--- src/shared/dtc_pkg.sv ---
// constants and types shared by the dual timer/counter block
package dtc_pkg;

	// register port geometry
	localparam int ADDR_W = 3;                  // register address width
	localparam int DATA_W = 8;                  // register data width
	localparam int NUM_UNITS = 2;               // timer/counter units

	// register offsets
	localparam logic [ADDR_W-1:0] OFF_MODE = 3'h0;    // timer_mode_register
	localparam logic [ADDR_W-1:0] OFF_RUN = 3'h1;     // run control
	localparam logic [ADDR_W-1:0] OFF_CNT0_LO = 3'h2; // unit 0 low byte
	localparam logic [ADDR_W-1:0] OFF_CNT0_HI = 3'h3; // unit 0 high byte
	localparam logic [ADDR_W-1:0] OFF_CNT1_LO = 3'h4; // unit 1 low byte
	localparam logic [ADDR_W-1:0] OFF_CNT1_HI = 3'h5; // unit 1 high byte

	// field layout of one unit's nibble in timer_mode_register
	localparam int CFG_W = 4;                   // bits per unit
	localparam int RUN_W = 2;                   // run bits in use

	// operating modes from mode_select_high / mode_select_low
	localparam logic [1:0] MODE_PRESCALED = 2'h0; // 8 bit, divide by 32
	localparam logic [1:0] MODE_FULL16 = 2'h1;    // 16 bit
	localparam logic [1:0] MODE_AUTORELOAD = 2'h2; // 8 bit with reload
	localparam logic [1:0] MODE_SPLIT = 2'h3;     // split / stop

	// reset values
	localparam logic [DATA_W-1:0] MODE_RST = 8'h00;
	localparam logic [RUN_W-1:0] RUN_RST = 2'h0;
	localparam logic [DATA_W-1:0] CNT_RST = 8'h00;
	localparam logic [DATA_W-1:0] RD_IDLE = 8'h00;

	// timing: one machine cycle is this many oscillator periods
	localparam int MC_DIV = 12;
	localparam logic [3:0] MC_LAST = 4'(MC_DIV - 1);

	// prescaler width in the prescaled mode (divide by 32)
	localparam int PRE_W = 5;
	localparam logic [PRE_W-1:0] PRE_MAX = 5'h1f;
	localparam logic [DATA_W-1:0] BYTE_MAX = 8'hff;

	// one unit's configuration nibble
	typedef struct packed {
		logic       gate_en;  // count only while gate input high
		logic       cnt_src;  // 1: external events, 0: machine cycles
		logic [1:0] mode;     // {mode_select_high, mode_select_low}
	} dtc_unit_cfg_t;

	// one register access from software
	typedef struct packed {
		logic [ADDR_W-1:0] addr;
		logic [DATA_W-1:0] wdata;
		logic              wr;
		logic              rd;
	} dtc_reg_req_t;

endpackage : dtc_pkg

--- src/rtl/dtc_timer.sv ---
// two timer/counter units with four modes, event and gate inputs
//
// Strobed register access and the register offsets were left to the implementer.
`timescale 1ns/1ps

module dtc_timer
	import dtc_pkg::*;
(
	// clock and reset
	input  wire logic              ref_clk_i,
	input  wire logic              arst_n_i,
	// register port
	input  wire logic [ADDR_W-1:0] reg_addr_i,
	input  wire logic [DATA_W-1:0] reg_wdata_i,
	input  wire logic              reg_wr_i,
	input  wire logic              reg_rd_i,
	output logic      [DATA_W-1:0] rd_data_o,
	// board pins
	input  wire logic              event_input_zero_i,
	input  wire logic              event_input_one_i,
	input  wire logic              gate_input_zero_i,
	input  wire logic              gate_input_one_i
);

	dtc_reg_req_t             req;                    // bundled request
	logic [DATA_W-1:0]        timer_mode_register_reg; // both nibbles
	logic [RUN_W-1:0]         run_reg;                // run bit per unit
	logic [3:0]               mc_cnt_reg;             // oscillator divider
	logic                     mc_en_reg;              // machine cycle pulse
	logic [NUM_UNITS-1:0]     evt_pin;                // event pins
	logic [NUM_UNITS-1:0]     gate_pin;               // gate pins
	logic [NUM_UNITS-1:0]     inc;                    // count pulse per unit
	logic [NUM_UNITS-1:0]     fall;                   // detected event edge
	logic [NUM_UNITS-1:0]     gate_ok;                // gate allows counting
	dtc_unit_cfg_t            cfg [NUM_UNITS];        // decoded config

	// bundle the software request
	assign req.addr = reg_addr_i;
	assign req.wdata = reg_wdata_i;
	assign req.wr = reg_wr_i;
	assign req.rd = reg_rd_i;
	assign evt_pin = {event_input_one_i, event_input_zero_i};
	assign gate_pin = {gate_input_one_i, gate_input_zero_i};

	// machine cycle enable: one pulse per twelve oscillator periods
	always_ff @(posedge ref_clk_i or negedge arst_n_i) begin
		if (!arst_n_i) begin
			mc_cnt_reg <= 4'h0;
			mc_en_reg <= 1'b0;
		end else if (mc_cnt_reg == MC_LAST) begin
			mc_cnt_reg <= 4'h0;
			mc_en_reg <= 1'b1;
		end else begin
			mc_cnt_reg <= mc_cnt_reg + 4'h1;
			mc_en_reg <= 1'b0;
		end
	end

	// mode register: software picks mode, source and gating per unit
	always_ff @(posedge ref_clk_i or negedge arst_n_i) begin
		if (!arst_n_i) begin
			timer_mode_register_reg <= MODE_RST;
		end else if (req.wr && req.addr == OFF_MODE) begin
			timer_mode_register_reg <= req.wdata;
		end
	end

	// run bits start and stop each unit
	always_ff @(posedge ref_clk_i or negedge arst_n_i) begin
		if (!arst_n_i) begin
			run_reg <= RUN_RST;
		end else if (req.wr && req.addr == OFF_RUN) begin
			run_reg <= req.wdata[RUN_W-1:0];
		end
	end

	// per unit: pin capture, edge detect and the count itself
	for (genvar u = 0; u < NUM_UNITS; u++) begin : g_unit
		logic [1:0]        evt_sync_reg;  // event synchroniser
		logic [1:0]        gate_sync_reg; // gate synchroniser
		logic              evt_smp_reg;   // event level at last cycle
		logic [DATA_W-1:0] lo_reg;        // low count byte
		logic [DATA_W-1:0] hi_reg;        // high count byte / reload
		logic              wr_lo;         // software writes low byte
		logic              wr_hi;         // software writes high byte
		logic              hi_own_inc;    // split high byte count pulse

		assign cfg[u] = dtc_unit_cfg_t'(
			timer_mode_register_reg[u*CFG_W +: CFG_W]);
		assign wr_lo = req.wr && req.addr == OFF_CNT0_LO + 3'(2*u);
		assign wr_hi = req.wr && req.addr == OFF_CNT0_HI + 3'(2*u);

		// two flip-flops before any logic looks at a pin
		always_ff @(posedge ref_clk_i or negedge arst_n_i) begin
			if (!arst_n_i) begin
				evt_sync_reg <= 2'h0;
				gate_sync_reg <= 2'h0;
			end else begin
				evt_sync_reg <= {evt_sync_reg[0], evt_pin[u]};
				gate_sync_reg <= {gate_sync_reg[0], gate_pin[u]};
			end
		end

		// sample the event level once each machine cycle
		always_ff @(posedge ref_clk_i or negedge arst_n_i) begin
			if (!arst_n_i) begin
				evt_smp_reg <= 1'b0;
			end else if (mc_en_reg) begin
				evt_smp_reg <= evt_sync_reg[1];
			end
		end

		// high in one machine cycle, low in the next: an edge
		assign fall[u] = mc_en_reg && evt_smp_reg
			&& !evt_sync_reg[1];
		// gating passes counts only while the gate pin is high
		assign gate_ok[u] = !cfg[u].gate_en || gate_sync_reg[1];
		// count pulse from machine cycles or from event edges
		assign inc[u] = run_reg[u] && gate_ok[u]
			&& (cfg[u].cnt_src ? fall[u] : mc_en_reg);
		// in split mode unit 0's high byte is a plain timer on run bit 1
		assign hi_own_inc = (u == 0) && cfg[u].mode == MODE_SPLIT
			&& mc_en_reg && run_reg[1];

		// low byte; software writes win over counting
		always_ff @(posedge ref_clk_i or negedge arst_n_i) begin
			if (!arst_n_i) begin
				lo_reg <= CNT_RST;
			end else if (wr_lo) begin
				lo_reg <= req.wdata;
			end else if (inc[u]) begin
				case (cfg[u].mode)
					MODE_PRESCALED: begin
						// only the five prescaler bits move
						lo_reg[PRE_W-1:0] <= lo_reg[PRE_W-1:0]
							+ 5'h1;
					end
					MODE_FULL16: begin
						lo_reg <= lo_reg + 8'h1;
					end
					MODE_AUTORELOAD: begin
						// overflow reloads from the high byte
						if (lo_reg == BYTE_MAX) begin
							lo_reg <= hi_reg;
						end else begin
							lo_reg <= lo_reg + 8'h1;
						end
					end
					default: begin
						// split: unit 0 keeps counting, unit 1 halts
						if (u == 0) begin
							lo_reg <= lo_reg + 8'h1;
						end
					end
				endcase
			end
		end

		// high byte
		always_ff @(posedge ref_clk_i or negedge arst_n_i) begin
			if (!arst_n_i) begin
				hi_reg <= CNT_RST;
			end else if (wr_hi) begin
				hi_reg <= req.wdata;
			end else if (hi_own_inc) begin
				hi_reg <= hi_reg + 8'h1;
			end else if (inc[u]) begin
				case (cfg[u].mode)
					MODE_PRESCALED: begin
						// carry out of the divide-by-32 prescaler
						if (lo_reg[PRE_W-1:0] == PRE_MAX) begin
							hi_reg <= hi_reg + 8'h1;
						end
					end
					MODE_FULL16: begin
						if (lo_reg == BYTE_MAX) begin
							hi_reg <= hi_reg + 8'h1;
						end
					end
					default: begin
						// reload value or split high byte: untouched
						hi_reg <= hi_reg;
					end
				endcase
			end
		end
	end

	// read data, valid only in the cycle after the read strobe
	always_ff @(posedge ref_clk_i or negedge arst_n_i) begin
		if (!arst_n_i) begin
			rd_data_o <= RD_IDLE;
		end else if (req.rd) begin
			case (req.addr)
				OFF_MODE:    rd_data_o <= timer_mode_register_reg;
				OFF_RUN:     rd_data_o <= DATA_W'(run_reg);
				OFF_CNT0_LO: rd_data_o <= g_unit[0].lo_reg;
				OFF_CNT0_HI: rd_data_o <= g_unit[0].hi_reg;
				OFF_CNT1_LO: rd_data_o <= g_unit[1].lo_reg;
				OFF_CNT1_HI: rd_data_o <= g_unit[1].hi_reg;
				default:     rd_data_o <= RD_IDLE;
			endcase
		end else begin
			rd_data_o <= RD_IDLE;
		end
	end

	// no software write touches the unit 0 counter
	logic no_wr0;
	assign no_wr0 = !(req.wr && (req.addr == OFF_CNT0_LO
		|| req.addr == OFF_CNT0_HI));
endmodule : dtc_timer

--- config.mk ---
export PLATFORM = sky130hd
export DESIGN_NAME = dtc_timer
export DESIGN_NICKNAME = d
export VERILOG_FILES = /design/src/shared/dtc_pkg.sv /design/src/rtl/dtc_timer.sv
export SDC_FILE = /design/constraint.sdc
export NUM_CORES = 1
export LEC_CHECK = 0
export BUFFER_PORTS_ARGS = -buffer_cell sky130_fd_sc_hd__buf_2
export CAP_MARGIN = 20
export CELL_PAD_IN_SITES_DETAIL_PLACEMENT = 0
export CELL_PAD_IN_SITES_GLOBAL_PLACEMENT = 2
export CORE_UTILIZATION = 41
export CTS_BUF_LIST = sky130_fd_sc_hd__clkbuf_16
export DETAILED_ROUTE_END_ITERATION = 8
export GPL_ROUTABILITY_DRIVEN = 0
export PLACE_DENSITY_LB_ADDON = 0.08
export SYNTH_ARGS = -nofsm -noshare
export SYNTH_HDL_FRONTEND = slang
export SYNTH_SLANG_ARGS = --single-unit
--- constraint.sdc ---
create_clock -name ref_clk_i -period 3.3 [get_ports ref_clk_i]
set_clock_uncertainty 0.15 [all_clocks]
set_input_delay 0.165 -clock ref_clk_i [delete_from_list [all_inputs] [get_ports ref_clk_i]]
set_output_delay 0.165 -clock ref_clk_i [all_outputs]
set_load 0.02 [all_outputs]
==> Word level (Yosys, flattened, before mapping) <==
Index checks and enable logic that the tools add are counted.
{ "word_totals": {"rom_bits": 0, "output_inout_bits": 8, "wordCells": 109, "latch_bits": 0, "ram_bits": 0, "mem_count": 0, "register_bits": 65, "in_bits": 19} }
{ "classes": {"order_cmp": 0, "div_mod_pow": 0, "bitwise_logic": 0, "shift": 0, "n_reduce_logical": 38, "add_sub_neg": 7, "multipliers": 0, "eq_ne": 20, "mux": 27} }
{ "op_table": {"columns": ["op", "n"], "rows": [
  ["$mux W8", 16],
  ["$pmux W8 S6", 1],
  ["$add A8 B1 Y8 const B", 4],
  ["$pmux W8 S2", 2],
  ["$eq A8 B8 Y1 const B", 2],
  ["$logic_and A1 B1 Y1", 16],
  ["$pmux W5 S3", 1],
  ["$pmux W3 S2", 2],
  ["$add A5 B1 Y5 const B", 2],
  ["$eq A5 B5 Y1 const B", 2],
  ["$pmux W5 S2", 1],
  ["$reduce_bool A3 Y1", 3],
  ["$ne A4 B4 Y1 const B", 2],
  ["$reduce_and A4 Y1", 2],
  ["$reduce_bool A4 Y1", 2],
  ["$eq A2 B2 Y1 const B", 3],
  ["$eq A3 B2 Y1 const B", 2],
  ["$eq A3 B3 Y1 const B", 2],
  ["$ne A3 B3 Y1 const B", 2],
  ["$reduce_and A2 Y1", 3],
  ["$reduce_bool A2 Y1", 3],
  ["$add A4 B1 Y4 const B", 1],
  ["$eq A2 B1 Y1 const B", 2],
  ["$eq A4 B4 Y1 const B", 1],
  ["8 further kinds", 15]
]} }

==> Longest topological paths before layout <==
Gate-level depths: netlist (run 1).
{ "depth": {"depth_word": 7, "ltp_mapped": 10, "ltp_nobuf": 10} }

==> Worst setup path after synthesis (run 1) <==
OpenSTA, ideal clock, no wires.
{ "synth_timing": {"path_kind": "register to register", "startpoint": "reg g_unit[0].lo_reg[0]", "endpoint": "reg g_unit[0].hi_reg[4]", "setup_ns": 0.131, "path_stages_with_launch": 11, "t_required_ns": 3.019, "arrival_ns": 1.901, "synth_period_minus_slack_ns": 2.182, "path_buffers": 0, "slack_ns": 1.118, "path_cell_list": "dfrtp_1 ha_1 nand3_4 inv_1 ha_1 nor2_1 nor2_1 a31oi_1 nor2_1 a211oi_1 a21oi_1"} }
{ "synth_via": {"elab_chain_len": 3, "elab_cells_between_ends": 5, "classes_between": "eq/ne: 4; reduce/logical: 1"} }
{ "synth_lines": {"columns": ["item", "line", "rtl"], "rows": [
  ["from (decl)", "dtc_timer.sv:82", "logic [DATA_W-1:0] lo_reg;"],
  ["from (signal assigned)", "dtc_timer.sv:130", "lo_reg <= req.wdata;"],
  ["from (signal, indexed assignment)", "dtc_timer.sv:135", "lo_reg[PRE_W-1:0] <= lo_reg[PRE_W-1:0]"],
  ["from (signal assigned)", "dtc_timer.sv:139", "lo_reg <= lo_reg + 8'h1;"],
  ["$eq A8 B8 Y1 / $eq A5 B5 Y1 (equally long branches)", "dtc_timer.sv:176, dtc_timer.sv:171", null],
  ["$ne A4 B4 Y1 (no source line)", null, null],
  ["$reduce_and A4 Y1 (no source line) (*)", null, null],
  ["to (signal assigned)", "dtc_timer.sv:172", "hi_reg <= hi_reg + 8'h1;"],
  ["to (signal assigned)", "dtc_timer.sv:177", "hi_reg <= hi_reg + 8'h1;"],
  ["to (signal assigned)", "dtc_timer.sv:182", "hi_reg <= hi_reg;"],
  ["to (decl)", "dtc_timer.sv:83", "logic [DATA_W-1:0] hi_reg;"]
]} }
Every way passes the cells marked *; elsewhere a longest branch is shown, timed or not.
A chain may end at the register's enable or synchronous reset.

==> Worst setup path in the final report (run 1) <==
{ "layout_timing": {"startpoint": "reg g_unit[0].lo_reg[0]", "endpoint": "reg g_unit[0].hi_reg[6]"} }
The elaborated chain is that of the path after synthesis.

==> results.ini, run 1 <==
[synthesis]
ys.warnings.count = 0
ys_seq_elements = 65
synth.area.top_cells = dfrtp_1, a21oi_1, mux2_2, mux2i_1, nand2_1
syn_inst = 388
yosys.cell_types.count = 46
netlist_area_sq_um = 3660
ys.flop_type = dfrtp_1
synth_commonest_cells = dfrtp_1, a21oi_1, nand2_1
yosys.area.top_type = dfrtp_1
async_reset_ff_share_pct = 100
avgSynthCellArea_sq_um = 9.44
synth_edf_count = 0
synth.most_common_cell = dfrtp_1
syn_nets = 417
synth_top_area_share_pct = 44.4
seq_area_frac_synth_pct = 44.4

[worst_setup_path]
end_kind = flop
cp.required_ns = 3.36
cp-start-kind = flop
rrSetupSlack_ns = 0.84
cp.arrival_ns = 2.52
reg2reg_depth = 10
reg2reg_to = g_unit[0].hi_reg[6]
crit_type = reg2reg
r2r_start = g_unit[0].lo_reg[0]
path_max_fanout = 7

[floorplanning]
die_area_sq_um = 9310
die_w_microns = 96.5
rows = 34
pin_count = 27
start_util_pct = 42.2
core_sq_um = 8680
die-height_microns = 96.5

[pwr]
p_leak_nw = 1.78
power_density_nw_per_um2 = 663
ir_worst_vdd_v = 0.000356

[cells_and_area]
syn_to_final_growth_pct = 16.0
diodes = 0
final_nets = 446
final_area_sq_um = 4250
final_core_util_pct = 48.9
drive_gt1_share_pct = 16.4
final.fill_count = 842

[timing]
fin_setup_tns_ns = 0
period_needed_ns = 2.46
hold_viol_final = 0
rsz0062_at_grt = false
tightestPinTransition_ns = 0.881
timing.final.crit_share_pct = 74.5
finalSetupViolCount = 0
maxSlewHeadroom_pct = 41.2
slew_viol_final = 0
fmax_ghz = 0.407

[clock_network]
clock_path_buffers = 2
cts_tree = yes
clockRootBuffer = clkbuf_16
clock_latency_ns = 0.33
cts_made_buffers = 9
cts-resized-gates = 0
cts_sinks = 65
ctsHtreeMaxLevel = 3
clkSlewWorstSetupHoldPaths_ns = 0.06

[flow_run]
maxCapViolCount = 0

[worst_hold_path]
whs_endpoint = g_unit[0].hi_reg[3]
hold_start = reg_wdata_i[3]
holdPathStages = 3
hold_path_class = in2reg

[routing]
firstDrtPassIters = 5
via_count = 3060
routedWlPerCell_microns = 19.2
ant_nets = 0
drt-initial-drc-count = 162
wirelength_microns = 10200
route.detailed.drc = 0
viasPerCell = 5.77

[global_route]
grt_pass1_vias = 2909
antenna_found_initial = 0
grt_max_degree = 36
overflow = 0
grt.total_usage_pct = 24.1
grt_pass1_wl_microns = 15900

[place]
hpwlAfterDp_microns = 7120
dpl-instance-area_sq_um = 3880
io_buffers = 26

[outcome]
status = finished, final reports clean

==> layout make-up <==
class / instances / area (sq um) / share of cell area (%)
timing repair buffer: 35 / 225 / 5.31
sequential: 65 / 1630 / 38.3
clock inverter: 7 / 77.6 / 1.83
clock buffer: 9 / 225 / 5.31
tap: 108 / 135 / 3.18
multi-input combinational: 297 / 1920 / 45.3
inverter: 9 / 33.8 / 0.796
==> worst max-delay path by stage <==
stage | start | endpoint | slack, ns | cells after the start
2_1_floorplan | g_unit[0].lo_reg[0] | g_unit[0].hi_reg[4] | 1.12 | 10
3_3_place_gp | g_unit[0].lo_reg[0] | g_unit[0].hi_reg[6] | 0.89 | 10
3_5_place_dp | g_unit[0].lo_reg[0] | g_unit[0].hi_reg[4] | 0.89 | 10
4_1_cts | g_unit[0].lo_reg[0] | g_unit[0].hi_reg[4] | 0.87 | 10
5_1_grt | g_unit[0].lo_reg[0] | g_unit[0].hi_reg[6] | 0.69 | 10
6_report | g_unit[0].lo_reg[0] | g_unit[0].hi_reg[6] | 0.84 | 10
==> through the flow <==
stage / power, mW / hold WS (ns) / cells / setup WS (ns)
2_1_floorplan: 1.62 / -0.281 / 388 / 1.12
3_3_place_gp: 1.85 / 0.123 / 508 / 0.895
3_5_place_dp: 1.85 / 0.124 / 508 / 0.893
4_1_cts: 2.84 / 0.0191 / 530 / 0.867
5_1_grt: 2.99 / 0.0277 / 530 / 0.695
6_report: 2.82 / 0.0240 / 530 / 0.842
==> metal layers <==
| metal | GRT usage [%] | wire length (microns) | up-vias |
|---|---|---|---|
| li1 | - | - | 1462 |
| met1 | 34.2 | 4920 | 1483 |
| met2 | 36.2 | 4470 | 95 |
| met3 | 4.54 | 501 | 20 |
| met4 | 9.19 | 282 | 0 |
| met5 | 0 | 0 | - |
==> layout by cell type (no fill, tap or decap), types with 3 or more instances in the layout <==
cell type / instances
a31oi_1: 4
nand4_1: 8
nor2_1: 37
o211ai_1: 3
and4_1: 3
clkbuf_16: 9
buf_2: 26
mux2i_1: 16
o21ai_0: 22
and3_1: 9
nand3_1: 14
ha_1: 10
nor3b_1: 3
inv_1: 9
and2_1: 6
xor2_1: 8
o31ai_1: 4
dfrtp_1: 65
dlygate4sd3_1: 6
a22oi_1: 10
o22ai_1: 4
xnor2_1: 7
nor2b_1: 5
nand2b_1: 5
nand2_1: 38
a211oi_1: 3
mux2_2: 15
nor3_1: 4
a21oi_1: 42
==> repair_timing <==
| action | 4_1_cts | 5_1_grt |
|---|---|---|
| hold buffers | 6 | 0 |
| endpoints found under the setup margin | 0 | 0 |
| hold endpoints to repair | 40 | 0 |
| setup buffers | 0 | 0 |
==> kinds of logic (layout without fill, tap and decap cells) <==
| kind of cell | Yosys count | after routing | share of synthesized area, % |
|---|---|---|---|
| and+or+nand+nor | 139 | 139 | 19.3 |
| buffers and inverters | 26 | 60 | 3.08 |
| DFF | 65 | 65 | 44.4 |
| muxes | 32 | 32 | 9.60 |
| AOI/OAI and AO/OA | 101 | 101 | 16.6 |
| xor gates and xnor gates | 15 | 15 | 3.59 |
| adders and majority gates | 10 | 10 | 3.42 |
==> critical path, cell delays in order, from the launching register on <==
cell      delay [ns]
dfrtp_1         0.44
ha_1            0.28
nand3_4         0.14
inv_1           0.06
ha_1            0.17
nor2_1          0.08
nor2_1          0.05
a31oi_1         0.50
nor2_1          0.19
a211oi_1        0.21
a21oi_1         0.07
==> where the power goes <==
group	internal [mW]	leakage [nW]	switching (mW)
clock network	0.591	0.146	0.374
logic	0.304	0.855	0.319
registers	0.958	0.779	0.271
Note: power is estimated with default switching activity, not from simulation.
==> inputs of run 2 (changes only) <==
--- a/config.mk
+++ b/config.mk
@@ -9,7 +9,7 @@
 export CAP_MARGIN = 20
 export CELL_PAD_IN_SITES_DETAIL_PLACEMENT = 0
 export CELL_PAD_IN_SITES_GLOBAL_PLACEMENT = 2
-export CORE_UTILIZATION = 41
+export CORE_UTILIZATION = 35
 export CTS_BUF_LIST = sky130_fd_sc_hd__clkbuf_16
 export DETAILED_ROUTE_END_ITERATION = 8
 export GPL_ROUTABILITY_DRIVEN = 0
==> constraint.sdc (replaced) <==
create_clock -name ref_clk_i -period 2 [get_ports ref_clk_i]
set_clock_uncertainty 0.15 [all_clocks]
set_input_delay 0.1 -clock ref_clk_i [delete_from_list [all_inputs] [get_ports ref_clk_i]]
set_output_delay 0.1 -clock ref_clk_i [all_outputs]
set_load 0.02 [all_outputs]
==> run 2 against run 1 <==
  * Utilization fell by 0.44 points
  * Non-clock buffer count rose by 48
  * Hold slack better by 0.15 ns
  * Sequential share of layout area down 4.6 points
  * Clock-buffer cell count stayed put
  * Total power rose by 82%
  * Clock power grew 74%
  * First-iteration DRC count increased by 20%
  * Routed wire length is 3.5% higher
  * Critical path depth decreased by 2
  * Worst setup slack lost 0.84 ns
  * Sequential power grew 58%
==> results.ini, run 2 (synthesis gave the netlist of run 1 again) <==
[outcome]
status = finished, final reports clean

[pwr]
p_int_mw = 3.43  ; +85%
p_leak_nw = 2.03  ; +14%
clock_power_share_pct = 32.9  ; -1.3 points
ir_worst_vdd_v = 0.000696  ; +96%
p_seq_share_pct = 37.9  ; -5.8 points
p_switching_mw = 1.68  ; +74%
power_frac_comb_pct = 29.3  ; +7.2 points
power_density_nw_per_um2 = 1060  ; +60%
p_sw_share_pct = 32.9  ; -1.4 points

[timing]
finalSetupViolCount = 0  ; unchanged
hold_viol_final = 0  ; unchanged
maxSlewHeadroom_pct = 70.7  ; +29 points
rsz0062_at_grt = true
timing.final.crit_share_pct = 99.7  ; +25 points
tightestPinTransition_ns = 0.440  ; -0.442 ns
slew_viol_final = 0  ; unchanged
fmax_ghz = 0.501  ; +23%
period_needed_ns = 1.99  ; -0.464 ns

[cells_and_area]
diodes = 0  ; unchanged
mostFrequentLayoutCells = dfrtp_1, a21oi_1, buf_4
stdcell_count = 602  ; +14%
final_nets = 494  ; +11%
final_core_util_pct = 48.5  ; -0.44 points
final.fill_count = 980  ; +16%
drive_gt1_share_pct = 28.4  ; +12 points
final_common_cell = dfrtp_1
syn_to_final_growth_pct = 31.8

[floorplanning]
start_util_pct = 36.8  ; -5.4 points
core_sq_um = 9950  ; +15%
rows = 36  ; +5.9%
die_w_microns = 104  ; +8.1%
die-height_microns = 104  ; +8.1%
pin_count = 27  ; unchanged
die_area_sq_um = 10900  ; +17%

[place]
io_buffers = 26  ; unchanged
dp.cells = 568  ; +12%
hpwlAfterDp_microns = 7760  ; +9.0%

[routing]
ant_nets = 0  ; unchanged
firstDrtPassIters = 4  ; -1
wirelength_microns = 10500  ; +3.5%
route.detailed.drc = 0  ; unchanged
viasPerCell = 5.23  ; -9.5%
drt-initial-drc-count = 194  ; +20%
via_count = 3147  ; +2.8%
routedWlPerCell_microns = 17.5  ; -8.9%

[clock_network]
cts_made_buffers = 9  ; unchanged
clockRootBuffer = clkbuf_16
cts_sinks = 65  ; unchanged
cts_tree = yes
ctsHtreeMaxLevel = 3  ; unchanged
clock_latency_ns = 0.33  ; about the same
clock_path_buffers = 2  ; unchanged
clkSlewWorstSetupHoldPaths_ns = 0.06  ; about the same

[worst_setup_path]
cp-start-kind = flop
slowest_stage = dfrtp_1
slowest_delay_ns = 0.39  ; -0.11 ns
cp.arrival_ns = 2.07  ; -0.45 ns
crit_path_frequent_cell = buf_4
path_max_fanout = 4  ; -3
path_cells = ha_4 > nand3_4 > buf_4 > nor4b_4 > buf_4 > mux2i_2 > a211oi_2 > a21o_1
end_kind = flop
crit_type = reg2reg
cp.required_ns = 2.07  ; -1.29 ns

[worst_hold_path]
hold_path_class = in2reg

[global_route]
grt_pass1_wl_microns = 17000  ; +6.8%
grt.total_usage_pct = 20.7  ; -3.4 points
grt_pass1_vias = 3053  ; +5.0%
overflow = 0  ; unchanged
antenna_found_initial = 0  ; unchanged
grt_max_degree = 66  ; +83%

[flow_run]
maxCapViolCount = 0  ; unchanged

run 2: cell count changes in the layout (fill, tap and decap cells not counted), sizes merged:
cell         change
buf             +40
bufinv           +1
clkinv           -2
clkinvlp         +1
dlygate4sd3      +8
inv              -1
run 2: final cells by class:
type / count / area, sq um / share of cell area (%)
clock inverter: 6 / 92.6 / 1.92
tap: 133 / 166 / 3.45
sequential: 65 / 1630 / 33.7
timing repair buffer: 83 / 609 / 12.6
inverter: 9 / 33.8 / 0.700
multi-input combinational: 297 / 2070 / 42.9
clock buffer: 9 / 225 / 4.67
run 2: power groups by stage:
| stage | clock network, mW | logic [mW] | registers (mW) |
|---|---|---|---|
| floorplan | 0 | 0.855 | 1.87 |
| global placement | 0 | 1.39 | 1.95 |
| detailed placement | 0 | 1.39 | 1.95 |
| CTS | 1.72 | 1.42 | 1.93 |
| global route | 1.77 | 1.67 | 1.98 |
| finish | 1.68 | 1.50 | 1.94 |
run 2: worst paths after layout:
check	from	to	slack, ns	cells after the start
max	g_unit[0].lo_reg[0]	g_unit[0].lo_reg[3]	0.006	8
min	reg_wr_i	g_unit[1].hi_reg[3]	0.17	4
max reg2reg	g_unit[0].lo_reg[0]	g_unit[0].lo_reg[3]	0.006	8
min reg2reg	g_unit[1].gate_sync_reg[0]	g_unit[1].gate_sync_reg[1]	0.20	0
max in group asynchronous	arst_n_i	g_unit[0].lo_reg[4]	1.24	3
min in group asynchronous	arst_n_i	g_unit[1].lo_reg[7]	0.18	3
run 2: repair_timing:
item	4_1_cts	5_1_grt
cloned	0	0
gates resized for setup	0	29
setup buffers	0	5
pin swaps	1	21
endpoints found under the hold margin	95	0
hold buffers	14	0
endpoints found under the setup margin	1	25
run 2: layer usage:
| metal | part of all wire, % | global-route usage (%) | vias up |
|---|---|---|---|
| met2 | 44 | 31.8 | 55 |
| met5 | 0 | 0 | - |
| met1 | 52 | 29.9 | 1533 |
| met4 | 0.90 | 5.20 | 0 |
| met3 | 3.0 | 3.88 | 7 |
| li1 | - | - | 1552 |
run 2: through the flow:
step	cell area [sq um]	setup WS, ns	hold WS, ns	setup TNS [ns]	total power [mW]
after floorplan	3730	-0.0457	-0.346	-0.190	2.72
after global placement	4240	0.0288	-0.00221	0	3.34
after detailed placement	4240	0.00774	0.000432	0	3.34
after CTS	4690	0.00798	0.148	0	5.07
after global routing	4830	-0.121	0.200	-1.15	5.42
final	4830	0.00594	0.169	0	5.11
run 2: critical path: cells and delay by family, from the launching register on:
family | cells | cell delay [ns]
flip-flops | 1 | 0.39
AND/OR/NAND/NOR | 2 | 0.39
buffers and inverters | 2 | 0.33
AO/OA/AOI/OAI | 2 | 0.24
multiplexers | 1 | 0.21
adder cells (fa/ha/maj) | 1 | 0.17
